--- config.mk ---
export PLATFORM = sky130hd
export DESIGN_NAME = port_phy_status_loopback_regs
export DESIGN_NICKNAME = d
export VERILOG_FILES = /design/src/design/port_phy_pkg.sv /design/src/design/port_phy_status_loopback_regs.sv /design/src/design/port_phy_bank.sv
export SDC_FILE = /design/constraint.sdc
export NUM_CORES = 1
export LEC_CHECK = 0
export ABC_CLOCK_PERIOD_IN_PS = 1150
export BUFFER_PORTS_ARGS = -buffer_cell sky130_fd_sc_hd__buf_2
export CAP_MARGIN = 20
export CORE_AREA = 2 2 85 87
export DETAILED_ROUTE_END_ITERATION = 12
export DIE_AREA = 0 0 87 89
export GPL_TIMING_DRIVEN = 0
export HOLD_SLACK_MARGIN = 0.15
export MAX_ROUTING_LAYER = met4
export PLACE_DENSITY = 0.77
export SLEW_MARGIN = 20
export SYNTH_ARGS = -nofsm -noshare
export SYNTH_HDL_FRONTEND = slang
export SYNTH_SLANG_ARGS = --single-unit
--- constraint.sdc ---
create_clock -name CLOCK -period 1.15 [get_ports CLOCK]
set_input_delay 0.115 -clock CLOCK [delete_from_list [all_inputs] [get_ports CLOCK]]
set_output_delay 0.115 -clock CLOCK [all_outputs]
set_load 0.01 [all_outputs]
--- src/design/port_phy_pkg.sv ---
package port_phy_pkg;

   // ---------------------------------------------------------------
   // switch register offsets
   // ---------------------------------------------------------------
   localparam logic [7:0] OFS_P1_PARTNER_STATUS = 8'h2e;  // port 1 status 1
   localparam logic [7:0] OFS_P1_LOOP_CTRL      = 8'h2f;  // port 1 control 7 / status 2
   localparam logic [7:0] OFS_P2_PARTNER_STATUS = 8'h3e;  // port 2 status 1
   localparam logic [7:0] OFS_P2_LOOP_CTRL      = 8'h3f;  // port 2 control 7 / status 2

   // ---------------------------------------------------------------
   // partner status field positions
   // ---------------------------------------------------------------
   localparam int BIT_CROSSOVER   = 7;  // 1 mdi, 0 mdi-x
   localparam int BIT_AN_COMPLETE = 6;  // autoneg complete
   localparam int BIT_LINK_GOOD   = 5;  // link good
   localparam int BIT_PAUSE       = 4;  // partner pause ability
   localparam int BIT_100FD       = 3;  // partner 100 full
   localparam int BIT_100HD       = 2;  // partner 100 half
   localparam int BIT_10FD        = 1;  // partner 10 full
   localparam int BIT_10HD        = 0;  // partner 10 half

   // ---------------------------------------------------------------
   // loop control / mode status field positions
   // ---------------------------------------------------------------
   localparam int BIT_LOOP     = 7;  // medium side loop enable
   localparam int BIT_RESERVED = 6;  // reserved, reads zero
   localparam int BIT_ISOLATE  = 5;  // phy isolation
   localparam int MODE_MSB     = 2;  // mode field top bit

   // ---------------------------------------------------------------
   // operating mode codes and reset values
   // ---------------------------------------------------------------
   localparam logic [2:0] MODE_AN_BUSY = 3'h1;  // still negotiating
   localparam logic [2:0] MODE_10_HALF = 3'h2;
   localparam logic [2:0] MODE_100_HALF = 3'h3;
   localparam logic [2:0] MODE_10_FULL = 3'h5;
   localparam logic [2:0] MODE_100_FULL = 3'h6;
   localparam logic [7:0] RST_STATUS1  = 8'h00;
   localparam logic       RST_LOOP     = 1'b0;
   localparam logic       RST_ISOLATE  = 1'b0;
   localparam logic [2:0] RST_MODE     = MODE_AN_BUSY;

   // ---------------------------------------------------------------
   // management serial register set mapping
   // ---------------------------------------------------------------
   localparam logic [4:0] MII_REG_CONTROL = 5'h00;  // basic control
   localparam logic [4:0] MII_REG_STATUS  = 5'h01;  // basic status
   localparam logic [4:0] MII_REG_PARTNER = 5'h05;  // partner ability
   localparam int MII_BIT_LOOP    = 14;
   localparam int MII_BIT_ISOLATE = 10;
   localparam int MII_BIT_AUTONEG_COMPLETE = 5;
   localparam int MII_BIT_LINK    = 2;
   localparam int MII_BIT_PAUSE   = 10;
   localparam int MII_BIT_100FD   = 8;
   localparam int MII_BIT_100HD   = 7;
   localparam int MII_BIT_10FD    = 6;
   localparam int MII_BIT_10HD    = 5;

endpackage

--- src/design/port_phy_status_loopback_regs.sv ---
`timescale 1ns/100ps
// ------------------------------------------------------------------
// ------------------------------------------------------------------
module port_phy_status_loopback_regs
(
   input  wire logic       CLOCK,             // core clock, 10 MHz
   input  wire logic       RESET_N,           // async reset, low
   input  wire logic [7:0] REG_ADDR,          // switch register address
   input  wire logic [7:0] REG_WDATA,         // switch register write data
   input  wire logic       REG_WE,            // write strobe
   input  wire logic       REG_RE,            // read strobe
   output logic      [7:0] REG_RDATA,         // read data
   output logic            REG_RVALID,        // read data valid pulse
   input  wire logic       MIIM_PORT,         // 0 port 1, 1 port 2
   input  wire logic [4:0] MIIM_REG,          // management register number
   input  wire logic [15:0] MIIM_WDATA,       // management write data
   input  wire logic       MIIM_WE,           // management write strobe
   input  wire logic       MIIM_RE,           // management read strobe
   output logic     [15:0] MIIM_RDATA,        // management read data
   output logic            MIIM_RVALID,       // management read valid pulse
   input  wire logic [9:0] PARTNER_ABILITY,   // 5 bits per port
   input  wire logic [1:0] CROSSOVER_STATE,   // 1 mdi, 0 mdi-x
   input  wire logic [1:0] AUTONEG_COMPLETE,  // negotiation finished
   input  wire logic [1:0] LINK_GOOD,         // link up
   input  wire logic [1:0] SPEED_100,         // resolved 100 Mb/s
   input  wire logic [1:0] FULL_DUPLEX,       // resolved full duplex
   input  wire logic [7:0] MAC_TXD,           // switch transmit nibbles
   input  wire logic [1:0] MAC_TX_EN,         // switch transmit enables
   input  wire logic [7:0] PMA_RXD,           // phy receive nibbles
   input  wire logic [1:0] PMA_RX_DV,         // phy receive valid
   output logic      [7:0] PMA_TXD,           // phy transmit nibbles
   output logic      [1:0] PMA_TX_EN,         // phy transmit enables
   output logic      [7:0] MAC_RXD,           // switch receive nibbles
   output logic      [1:0] MAC_RX_DV,         // switch receive valid
   output logic      [1:0] MEDIUM_SIDE_LOOP_ENABLE, // pma loop command
   output logic      [1:0] PHY_ISOLATE,       // phy isolation command
   output logic      [1:0] TX_LINE_EN         // transmit line driver enable
);

   // ---------------------------------------------------------------
   // per port banks
   // ---------------------------------------------------------------
   logic [7:0] status1 [2];  // partner status bytes
   logic [7:0] status2 [2];  // control/mode bytes
   logic [1:0] loop_en;      // loop bits
   logic [1:0] isolate;      // isolate bits
   logic [1:0] bus_we;       // per port bus write
   logic [1:0] mii_we;       // per port management write

   // write decode, if chain on address
   always_comb
   begin
      bus_we = 2'b00;
      if (REG_WE && REG_ADDR == port_phy_pkg::OFS_P1_LOOP_CTRL)
         bus_we = 2'b01;
      else if (REG_WE && REG_ADDR == port_phy_pkg::OFS_P2_LOOP_CTRL)
         bus_we = 2'b10;
      mii_we = 2'b00;
      if (MIIM_WE && MIIM_REG == port_phy_pkg::MII_REG_CONTROL)
         mii_we = MIIM_PORT ? 2'b10 : 2'b01;
   end

   port_phy_bank u_bank1
   (
      .clock            (CLOCK),
      .reset_n          (RESET_N),
      .bus_we           (bus_we[0]),
      .bus_wdata        (REG_WDATA),
      .mii_we           (mii_we[0]),
      .mii_loop         (MIIM_WDATA[port_phy_pkg::MII_BIT_LOOP]),
      .mii_iso          (MIIM_WDATA[port_phy_pkg::MII_BIT_ISOLATE]),
      .partner_ability  (PARTNER_ABILITY[4:0]),
      .crossover_state  (CROSSOVER_STATE[0]),
      .autoneg_complete (AUTONEG_COMPLETE[0]),
      .link_good        (LINK_GOOD[0]),
      .speed_100        (SPEED_100[0]),
      .full_duplex      (FULL_DUPLEX[0]),
      .status1          (status1[0]),
      .status2          (status2[0]),
      .loop_en          (loop_en[0]),
      .isolate          (isolate[0])
   );

   port_phy_bank u_bank2
   (
      .clock            (CLOCK),
      .reset_n          (RESET_N),
      .bus_we           (bus_we[1]),
      .bus_wdata        (REG_WDATA),
      .mii_we           (mii_we[1]),
      .mii_loop         (MIIM_WDATA[port_phy_pkg::MII_BIT_LOOP]),
      .mii_iso          (MIIM_WDATA[port_phy_pkg::MII_BIT_ISOLATE]),
      .partner_ability  (PARTNER_ABILITY[9:5]),
      .crossover_state  (CROSSOVER_STATE[1]),
      .autoneg_complete (AUTONEG_COMPLETE[1]),
      .link_good        (LINK_GOOD[1]),
      .speed_100        (SPEED_100[1]),
      .full_duplex      (FULL_DUPLEX[1]),
      .status1          (status1[1]),
      .status2          (status2[1]),
      .loop_en          (loop_en[1]),
      .isolate          (isolate[1])
   );

   // ---------------------------------------------------------------
   // switch register read port
   // ---------------------------------------------------------------
   logic [7:0] next_reg_rdata;  // next read data

   // read decode, unmapped reads return zero
   always_comb
   begin
      next_reg_rdata = 8'h00;
      if (REG_RE && REG_ADDR == port_phy_pkg::OFS_P1_PARTNER_STATUS)
         next_reg_rdata = status1[0];
      else if (REG_RE && REG_ADDR == port_phy_pkg::OFS_P1_LOOP_CTRL)
         next_reg_rdata = status2[0];
      else if (REG_RE && REG_ADDR == port_phy_pkg::OFS_P2_PARTNER_STATUS)
         next_reg_rdata = status1[1];
      else if (REG_RE && REG_ADDR == port_phy_pkg::OFS_P2_LOOP_CTRL)
         next_reg_rdata = status2[1];
   end

   // read data register
   always_ff @(posedge CLOCK or negedge RESET_N)
   begin
      if (!RESET_N)
      begin
         REG_RDATA  <= 8'h00;
         REG_RVALID <= 1'b0;
      end
      else
      begin
         REG_RDATA  <= next_reg_rdata;
         REG_RVALID <= REG_RE;
      end
   end

   // ---------------------------------------------------------------
   // management register read port
   // ---------------------------------------------------------------
   logic [15:0] next_miim_rdata;  // next management read data
   logic [7:0]  sel_s1;           // selected port status byte
   logic [1:0]  sel_ctl;          // selected loop and isolate

   // map port bytes onto the standard register layout
   always_comb
   begin
      sel_s1          = MIIM_PORT ? status1[1] : status1[0];
      sel_ctl         = MIIM_PORT ? {loop_en[1], isolate[1]} : {loop_en[0], isolate[0]};
      next_miim_rdata = 16'h0000;
      if (MIIM_RE && MIIM_REG == port_phy_pkg::MII_REG_CONTROL)
      begin
         next_miim_rdata[port_phy_pkg::MII_BIT_LOOP]    = sel_ctl[1];
         next_miim_rdata[port_phy_pkg::MII_BIT_ISOLATE] = sel_ctl[0];
      end
      else if (MIIM_RE && MIIM_REG == port_phy_pkg::MII_REG_STATUS)
      begin
         next_miim_rdata[port_phy_pkg::MII_BIT_AUTONEG_COMPLETE] = sel_s1[port_phy_pkg::BIT_AN_COMPLETE];
         next_miim_rdata[port_phy_pkg::MII_BIT_LINK]    = sel_s1[port_phy_pkg::BIT_LINK_GOOD];
      end
      else if (MIIM_RE && MIIM_REG == port_phy_pkg::MII_REG_PARTNER)
      begin
         next_miim_rdata[port_phy_pkg::MII_BIT_PAUSE] = sel_s1[port_phy_pkg::BIT_PAUSE];
         next_miim_rdata[port_phy_pkg::MII_BIT_100FD] = sel_s1[port_phy_pkg::BIT_100FD];
         next_miim_rdata[port_phy_pkg::MII_BIT_100HD] = sel_s1[port_phy_pkg::BIT_100HD];
         next_miim_rdata[port_phy_pkg::MII_BIT_10FD]  = sel_s1[port_phy_pkg::BIT_10FD];
         next_miim_rdata[port_phy_pkg::MII_BIT_10HD]  = sel_s1[port_phy_pkg::BIT_10HD];
      end
   end

   // management read register
   always_ff @(posedge CLOCK or negedge RESET_N)
   begin
      if (!RESET_N)
      begin
         MIIM_RDATA  <= 16'h0000;
         MIIM_RVALID <= 1'b0;
      end
      else
      begin
         MIIM_RDATA  <= next_miim_rdata;
         MIIM_RVALID <= MIIM_RE;
      end
   end

   // ---------------------------------------------------------------
   // loop and isolation data path
   // ---------------------------------------------------------------
   logic [7:0] next_pma_txd;    // next phy transmit data
   logic [1:0] next_pma_tx_en;  // next phy transmit enable
   logic [7:0] next_mac_rxd;    // next switch receive data
   logic [1:0] next_mac_rx_dv;  // next switch receive valid

   // route each port: looped, monitor, isolated or normal
   always_comb
   begin
      next_pma_txd   = 8'h00;
      next_pma_tx_en = 2'b00;
      next_mac_rxd   = 8'h00;
      next_mac_rx_dv = 2'b00;
      for (int p = 0; p < 2; p++)
      begin
         if (isolate[p])
         begin
            next_pma_tx_en[p] = 1'b0;
         end
         else if (loop_en[p])
         begin
            // monitor receive feeds the looped phy
            next_pma_txd[4*p +: 4] = PMA_RXD[4*(1-p) +: 4];
            next_pma_tx_en[p]      = PMA_RX_DV[1-p];
         end
         else if (loop_en[1-p])
         begin
            // looped phy returns out the monitor port
            next_pma_txd[4*p +: 4] = PMA_RXD[4*(1-p) +: 4];
            next_pma_tx_en[p]      = PMA_RX_DV[1-p];
         end
         else
         begin
            next_pma_txd[4*p +: 4] = MAC_TXD[4*p +: 4];
            next_pma_tx_en[p]      = MAC_TX_EN[p];
            next_mac_rxd[4*p +: 4] = PMA_RXD[4*p +: 4];
            next_mac_rx_dv[p]      = PMA_RX_DV[p];
         end
      end
   end

   // data path and phy command registers
   always_ff @(posedge CLOCK or negedge RESET_N)
   begin
      if (!RESET_N)
      begin
         PMA_TXD                 <= 8'h00;
         PMA_TX_EN               <= 2'b00;
         MAC_RXD                 <= 8'h00;
         MAC_RX_DV               <= 2'b00;
         MEDIUM_SIDE_LOOP_ENABLE <= 2'b00;
         PHY_ISOLATE             <= 2'b00;
         TX_LINE_EN              <= 2'b00;
      end
      else
      begin
         PMA_TXD                 <= next_pma_txd;
         PMA_TX_EN               <= next_pma_tx_en;
         MAC_RXD                 <= next_mac_rxd;
         MAC_RX_DV               <= next_mac_rx_dv;
         MEDIUM_SIDE_LOOP_ENABLE <= loop_en & ~isolate;
         PHY_ISOLATE             <= isolate;
         TX_LINE_EN              <= ~isolate;
      end
   end

   // ---------------------------------------------------------------
   // checks
   // ---------------------------------------------------------------
   AST_LOOP_WRITE: assert property (@(posedge CLOCK) disable iff (!RESET_N)
      REG_WE && REG_ADDR == 8'h2f && !REG_WDATA[5] |=> ##1
      MEDIUM_SIDE_LOOP_ENABLE[0] == $past(REG_WDATA[7], 2))
      else $error("port 1 loop write not applied");
   AST_ISOLATE_LINE: assert property (@(posedge CLOCK) disable iff (!RESET_N)
      PHY_ISOLATE[1] |-> !TX_LINE_EN[1] && !PMA_TX_EN[1])
      else $error("isolated port still drives line");
   AST_MONITOR_PATH: assert property (@(posedge CLOCK) disable iff (!RESET_N)
      loop_en[0] && !isolate[0] && !isolate[1] |=>
      PMA_TXD[7:4] == $past(PMA_RXD[3:0]) && MAC_RX_DV[1] == 1'b0)
      else $error("monitor port does not return looped data");
   AST_STATUS_READ: assert property (@(posedge CLOCK) disable iff (!RESET_N)
      REG_RE && REG_ADDR == 8'h3e |=> REG_RVALID && REG_RDATA == $past(status1[1]))
      else $error("port 2 status read wrong");
   AST_RESERVED_ZERO: assert property (@(posedge CLOCK) disable iff (!RESET_N)
      REG_RE && REG_ADDR == 8'h2f |=> REG_RDATA[6] == 1'b0)
      else $error("reserved bit read nonzero");
   AST_MIIM_LINK: assert property (@(posedge CLOCK) disable iff (!RESET_N)
      MIIM_RE && MIIM_REG == 5'h01 && !MIIM_PORT |=>
      MIIM_RDATA[2] == $past(status1[0][5]))
      else $error("management link bit wrong");

endmodule // port_phy_status_loopback_regs

--- src/design/port_phy_bank.sv ---
`timescale 1ns/100ps
// one port's status and loop control registers
module port_phy_bank
(
   input  wire logic       clock,            // core clock
   input  wire logic       reset_n,          // async reset, low
   input  wire logic       bus_we,           // switch bus write to control
   input  wire logic [7:0] bus_wdata,        // switch bus write data
   input  wire logic       mii_we,           // management write to control
   input  wire logic       mii_loop,         // management loop value
   input  wire logic       mii_iso,          // management isolate value
   input  wire logic [4:0] partner_ability,  // pause,100fd,100hd,10fd,10hd
   input  wire logic       crossover_state,  // resolved crossover
   input  wire logic       autoneg_complete, // negotiation finished
   input  wire logic       link_good,        // link up
   input  wire logic       speed_100,        // resolved speed
   input  wire logic       full_duplex,      // resolved duplex
   output logic [7:0]      status1,          // partner status byte
   output logic [7:0]      status2,          // control/mode byte
   output logic            loop_en,          // medium side loop enable
   output logic            isolate           // phy isolation
);

   // ---------------------------------------------------------------
   // state
   // ---------------------------------------------------------------
   logic [7:0] next_status1;  // next status byte
   logic [2:0] mode;          // resolved mode code
   logic [2:0] next_mode;     // next mode code
   logic       next_loop_en;  // next loop bit
   logic       next_isolate;  // next isolate bit

   // status capture and mode encoding
   always_comb
   begin
      next_status1 = {crossover_state, autoneg_complete, link_good,
                      partner_ability};
      if (!autoneg_complete)
         next_mode = port_phy_pkg::MODE_AN_BUSY;
      else if (speed_100 && full_duplex)
         next_mode = port_phy_pkg::MODE_100_FULL;
      else if (speed_100)
         next_mode = port_phy_pkg::MODE_100_HALF;
      else if (full_duplex)
         next_mode = port_phy_pkg::MODE_10_FULL;
      else
         next_mode = port_phy_pkg::MODE_10_HALF;
   end

   // control bits: switch bus first, management path second
   always_comb
   begin
      next_loop_en = loop_en;
      next_isolate = isolate;
      if (bus_we)
      begin
         next_loop_en = bus_wdata[port_phy_pkg::BIT_LOOP];
         next_isolate = bus_wdata[port_phy_pkg::BIT_ISOLATE];
      end
      else if (mii_we)
      begin
         next_loop_en = mii_loop;
         next_isolate = mii_iso;
      end
   end

   // register stage
   always_ff @(posedge clock or negedge reset_n)
   begin
      if (!reset_n)
      begin
         status1 <= port_phy_pkg::RST_STATUS1;
         mode    <= port_phy_pkg::RST_MODE;
         loop_en <= port_phy_pkg::RST_LOOP;
         isolate <= port_phy_pkg::RST_ISOLATE;
      end
      else
      begin
         status1 <= next_status1;
         mode    <= next_mode;
         loop_en <= next_loop_en;
         isolate <= next_isolate;
      end
   end

   // reserved bits read zero, rule: bits 4..3 unused
   assign status2 = {loop_en, 1'b0, isolate, 2'b00, mode};

   // ---------------------------------------------------------------
   // checks
   // ---------------------------------------------------------------
   AST_MODE_BUSY: assert property (@(posedge clock) disable iff (!reset_n)
      !autoneg_complete |=> mode == port_phy_pkg::MODE_AN_BUSY)
      else $error("mode not busy while negotiating");
   AST_MODE_LEGAL: assert property (@(posedge clock) disable iff (!reset_n)
      mode != 3'h0 && mode != 3'h4 && mode != 3'h7)
      else $error("reserved mode code reported");
   AST_MODE_100FD: assert property (@(posedge clock) disable iff (!reset_n)
      autoneg_complete && speed_100 && full_duplex |=> mode == 3'h6)
      else $error("100 full mode code wrong");
   AST_PARTNER_BITS: assert property (@(posedge clock) disable iff (!reset_n)
      1'b1 |=> status1[4:0] == $past(partner_ability))
      else $error("partner ability bits wrong");

endmodule // port_phy_bank

==> flow_summary.ini <==
[run_status]
status = finished with violations
violations = setup timing

[cells_and_area]
n_antenna_cell = 0
fillCellCount = 483
final_cell_mix = buf_2, dfrtp_1, dlygate4sd3_1
synthToLayoutAreaGrowth_pct = 61.1
final_common_cell = buf_2
final_nets = 470
drive_gt1_frac = 0.459

[timing]
maxSlewHeadroom = 0.608
fin_crit_ns = 1.26
hold_viol_final = 0
max_clock_freq_ghz = 0.792
worst_slew_pin_slew_ns = 0.588
rsz0062_at_grt = yes
slew_viol_final = 0
fin_skew_ns = 0.00426
fin_crit_sh = 1.10
tns_ns = -0.163
setup_violations = 3
worst_slack_ns = -0.112

[critical_path]
crit_slowest_cell = mux4_2
worstRegToRegCells = 3
required_ns = 1.39
crit_chain = buf_8 -> mux4_2 -> and3_1
r2r_slack_ns = -0.11
cp_max_fo = 4
crit_path_max_incr_delay_ns = 0.46
timing.rr.end = REG_RDATA[5]
worstSetupPathType = reg -> reg
critPathLaunchType = flop
arrival_ns = 1.50
end_kind = flop
r2r-start = u_bank2.isolate

[global_route]
grt_max_degree = 36
grt_pass1_wl_um = 11200
grt_pass1_vias = 2336
track_usage = 0.204
grt-ovfl-total = 0
antenna_found_initial = 0

[floorplanning]
die_height_um = 89
start_util = 0.396
ioPinCount = 136
core_area_um2 = 6720
die_area_um2 = 7740
row_count = 30
die_w_um = 87

[cts]
clock_sinks = 69
htree_levels = 3
cts_buffer_depth = 2
clk_pin_slew_ns = 0.07
clk_latency_ns = 0.34
hold_buffers = 51
cts_tree = built
cts_made_buffers = 9
clock-root-buffer = clkbuf_8

[synthesis]
syn_inst = 199
synth_ff_type = dfrtp_1
synth_cell_types = 28
synth_simple_gate_area_frac = 0.128
ys_seq_area_frac = 0.650
avgSynthCellArea_um2 = 13.4
synth-compound-area-share = 0.0268
synth_seq_cells = 69
yosys.area_share.adder = 0.0235
synthXorXnorAreaFrac = 0
ys.warnings.count = 0
synth_largest_area_cell = dfrtp_1
synth_edf_count = 0
async_reset_ff_frac = 1.00
synth_mux_area_frac = 0.124
yosys-top-cells-area = dfrtp_1, mux4_2, and3_1
syn_area_um2 = 2660
synth_top_family_by_area = simple AND/OR/NAND/NOR gates
synth_top_area_frac = 0.630

[route]
post_drt_wl_per_cell_um = 16.1
vias = 2237
dr.pass1.iters = 4
drcViolationCount = 0
wl_um = 7520
viasPerCell = 4.80
drt-initial-drc-count = 90
ant_nets = 0

[run]
cap_violations = 0

[placed_design]
dp.final_hpwl_um = 4540
globalplace.congestion = 0.811
io_buffer_count = 103
dp_slack_ns = -0.365

[min_path]
min_from = MIIM_PORT
min_path_cells = 3
min_to = MIIM_RDATA[2]
hold_path.class = in -> reg

[power_and_ir_drop]
power_density_nw_per_um2 = 1550
total_power_mw = 6.64
p_leak_nw = 2.25
ir_drop_uv = 745
cell usage after synthesis (5+ instances only):
cell	n
buf_4	9
nand2_1	25
dfrtp_1	67
mux2i_1	10
mux4_2	5
ha_1	5
nor2_1	6
nor3_1	5
clkbuf_1	5
a21oi_1	10
and3_1	17
mux2_2	6
worst max-delay path, delay by kind of cell (launching register included):
| family | cells | cell delay [ns] |
|---|---|---|
| buffers and inverters | 1 | 0.13 |
| and+or+nand+nor | 1 | 0.16 |
| DFF | 1 | 0.41 |
| muxes | 1 | 0.46 |
layout make-up:
type,count,area (um2),area share
repair buffers,164,1130,0.263
clock inverters,5,106,0.0248
clock buffers,11,151,0.0353
plain buffers,15,130,0.0304
multi-input cells,118,926,0.216
flip-flops and latches,69,1730,0.404
inverters,4,15.0,0.00350
well taps,80,100,0.0234
state kept, by name, indices dropped and copies added (netlist names):
name                     count
MAC_RXD                      8
MAC_RX_DV                    2
MEDIUM_SIDE_LOOP_ENABLE      2
MIIM_RDATA                   7
MIIM_RVALID                  1
PHY_ISOLATE                  2
PMA_TXD                      8
PMA_TX_EN                    2
REG_RDATA                    8
REG_RVALID                   1
TX_LINE_EN                   2
u_bank1.isolate              1
u_bank1.loop_en              1
u_bank1.mode                 3
u_bank1.status1              8
u_bank2.isolate              1
u_bank2.loop_en              1
u_bank2.mode                 3
u_bank2.status1              8
worst max path at each step:
stage,from,end,slack [ns],cells past startpoint
2_1_floorplan,MIIM_PORT,u_bank2.isolate,-0.12,5
3_3_place_gp,MIIM_REG[1],MIIM_RDATA[10],-0.34,4
3_5_place_dp,MIIM_REG[1],MIIM_RDATA[10],-0.36,4
4_1_cts,u_bank2.isolate,REG_RDATA[5],-0.13,3
5_1_grt,u_bank2.isolate,REG_RDATA[5],-0.14,3
6_report,u_bank2.isolate,REG_RDATA[5],-0.11,3
repair_timing:
action / CTS / global route
pin swaps: 3 / 8
setup endpoints to repair: 25 / 22
endpoints found under the hold margin: 127 / 5
setup buffers: 7 / 3
gates resized for setup: 11 / 20
gates cloned: 0 / 1
per-stage QoR:
stage,util,hold slack (ns),area [um2],cells
after floorplan,-,-0.181,2730,207
after global placement,0.498,0.225,3350,390
after detailed placement,0.501,0.0889,3370,391
after CTS,0.626,0.108,4210,464
after global routing,0.638,0.128,4290,466
final,0.638,0.125,4290,466
where the power goes:
part	switching [mW]	internal, mW
Sequential	0.111	2.69
Clock	0.897	1.56
Combinational	0.674	0.711
routing by layer:
layer	wire length [um]	vias to the layer above	global-route usage
li1	-	1029	-
met1	2920	1065	0.219
met2	3940	123	0.359
met3	504	20	0.0434
met4	163	0	0.101
met5	0	-	-
cell families (layout without fill, tap and decap cells):
| logic type | after synthesis | in the layout |
|---|---|---|
| AOI/OAI and AO/OA | 13 | 13 |
| adders and majority gates | 5 | 5 |
| buffers and inverters | 21 | 199 |
| DFF | 69 | 69 |
| muxes | 24 | 24 |
| other | 1 | 9 |
| and+or+nand+nor | 66 | 67 |
No activity file was read; power rests on OpenSTA's default activity.
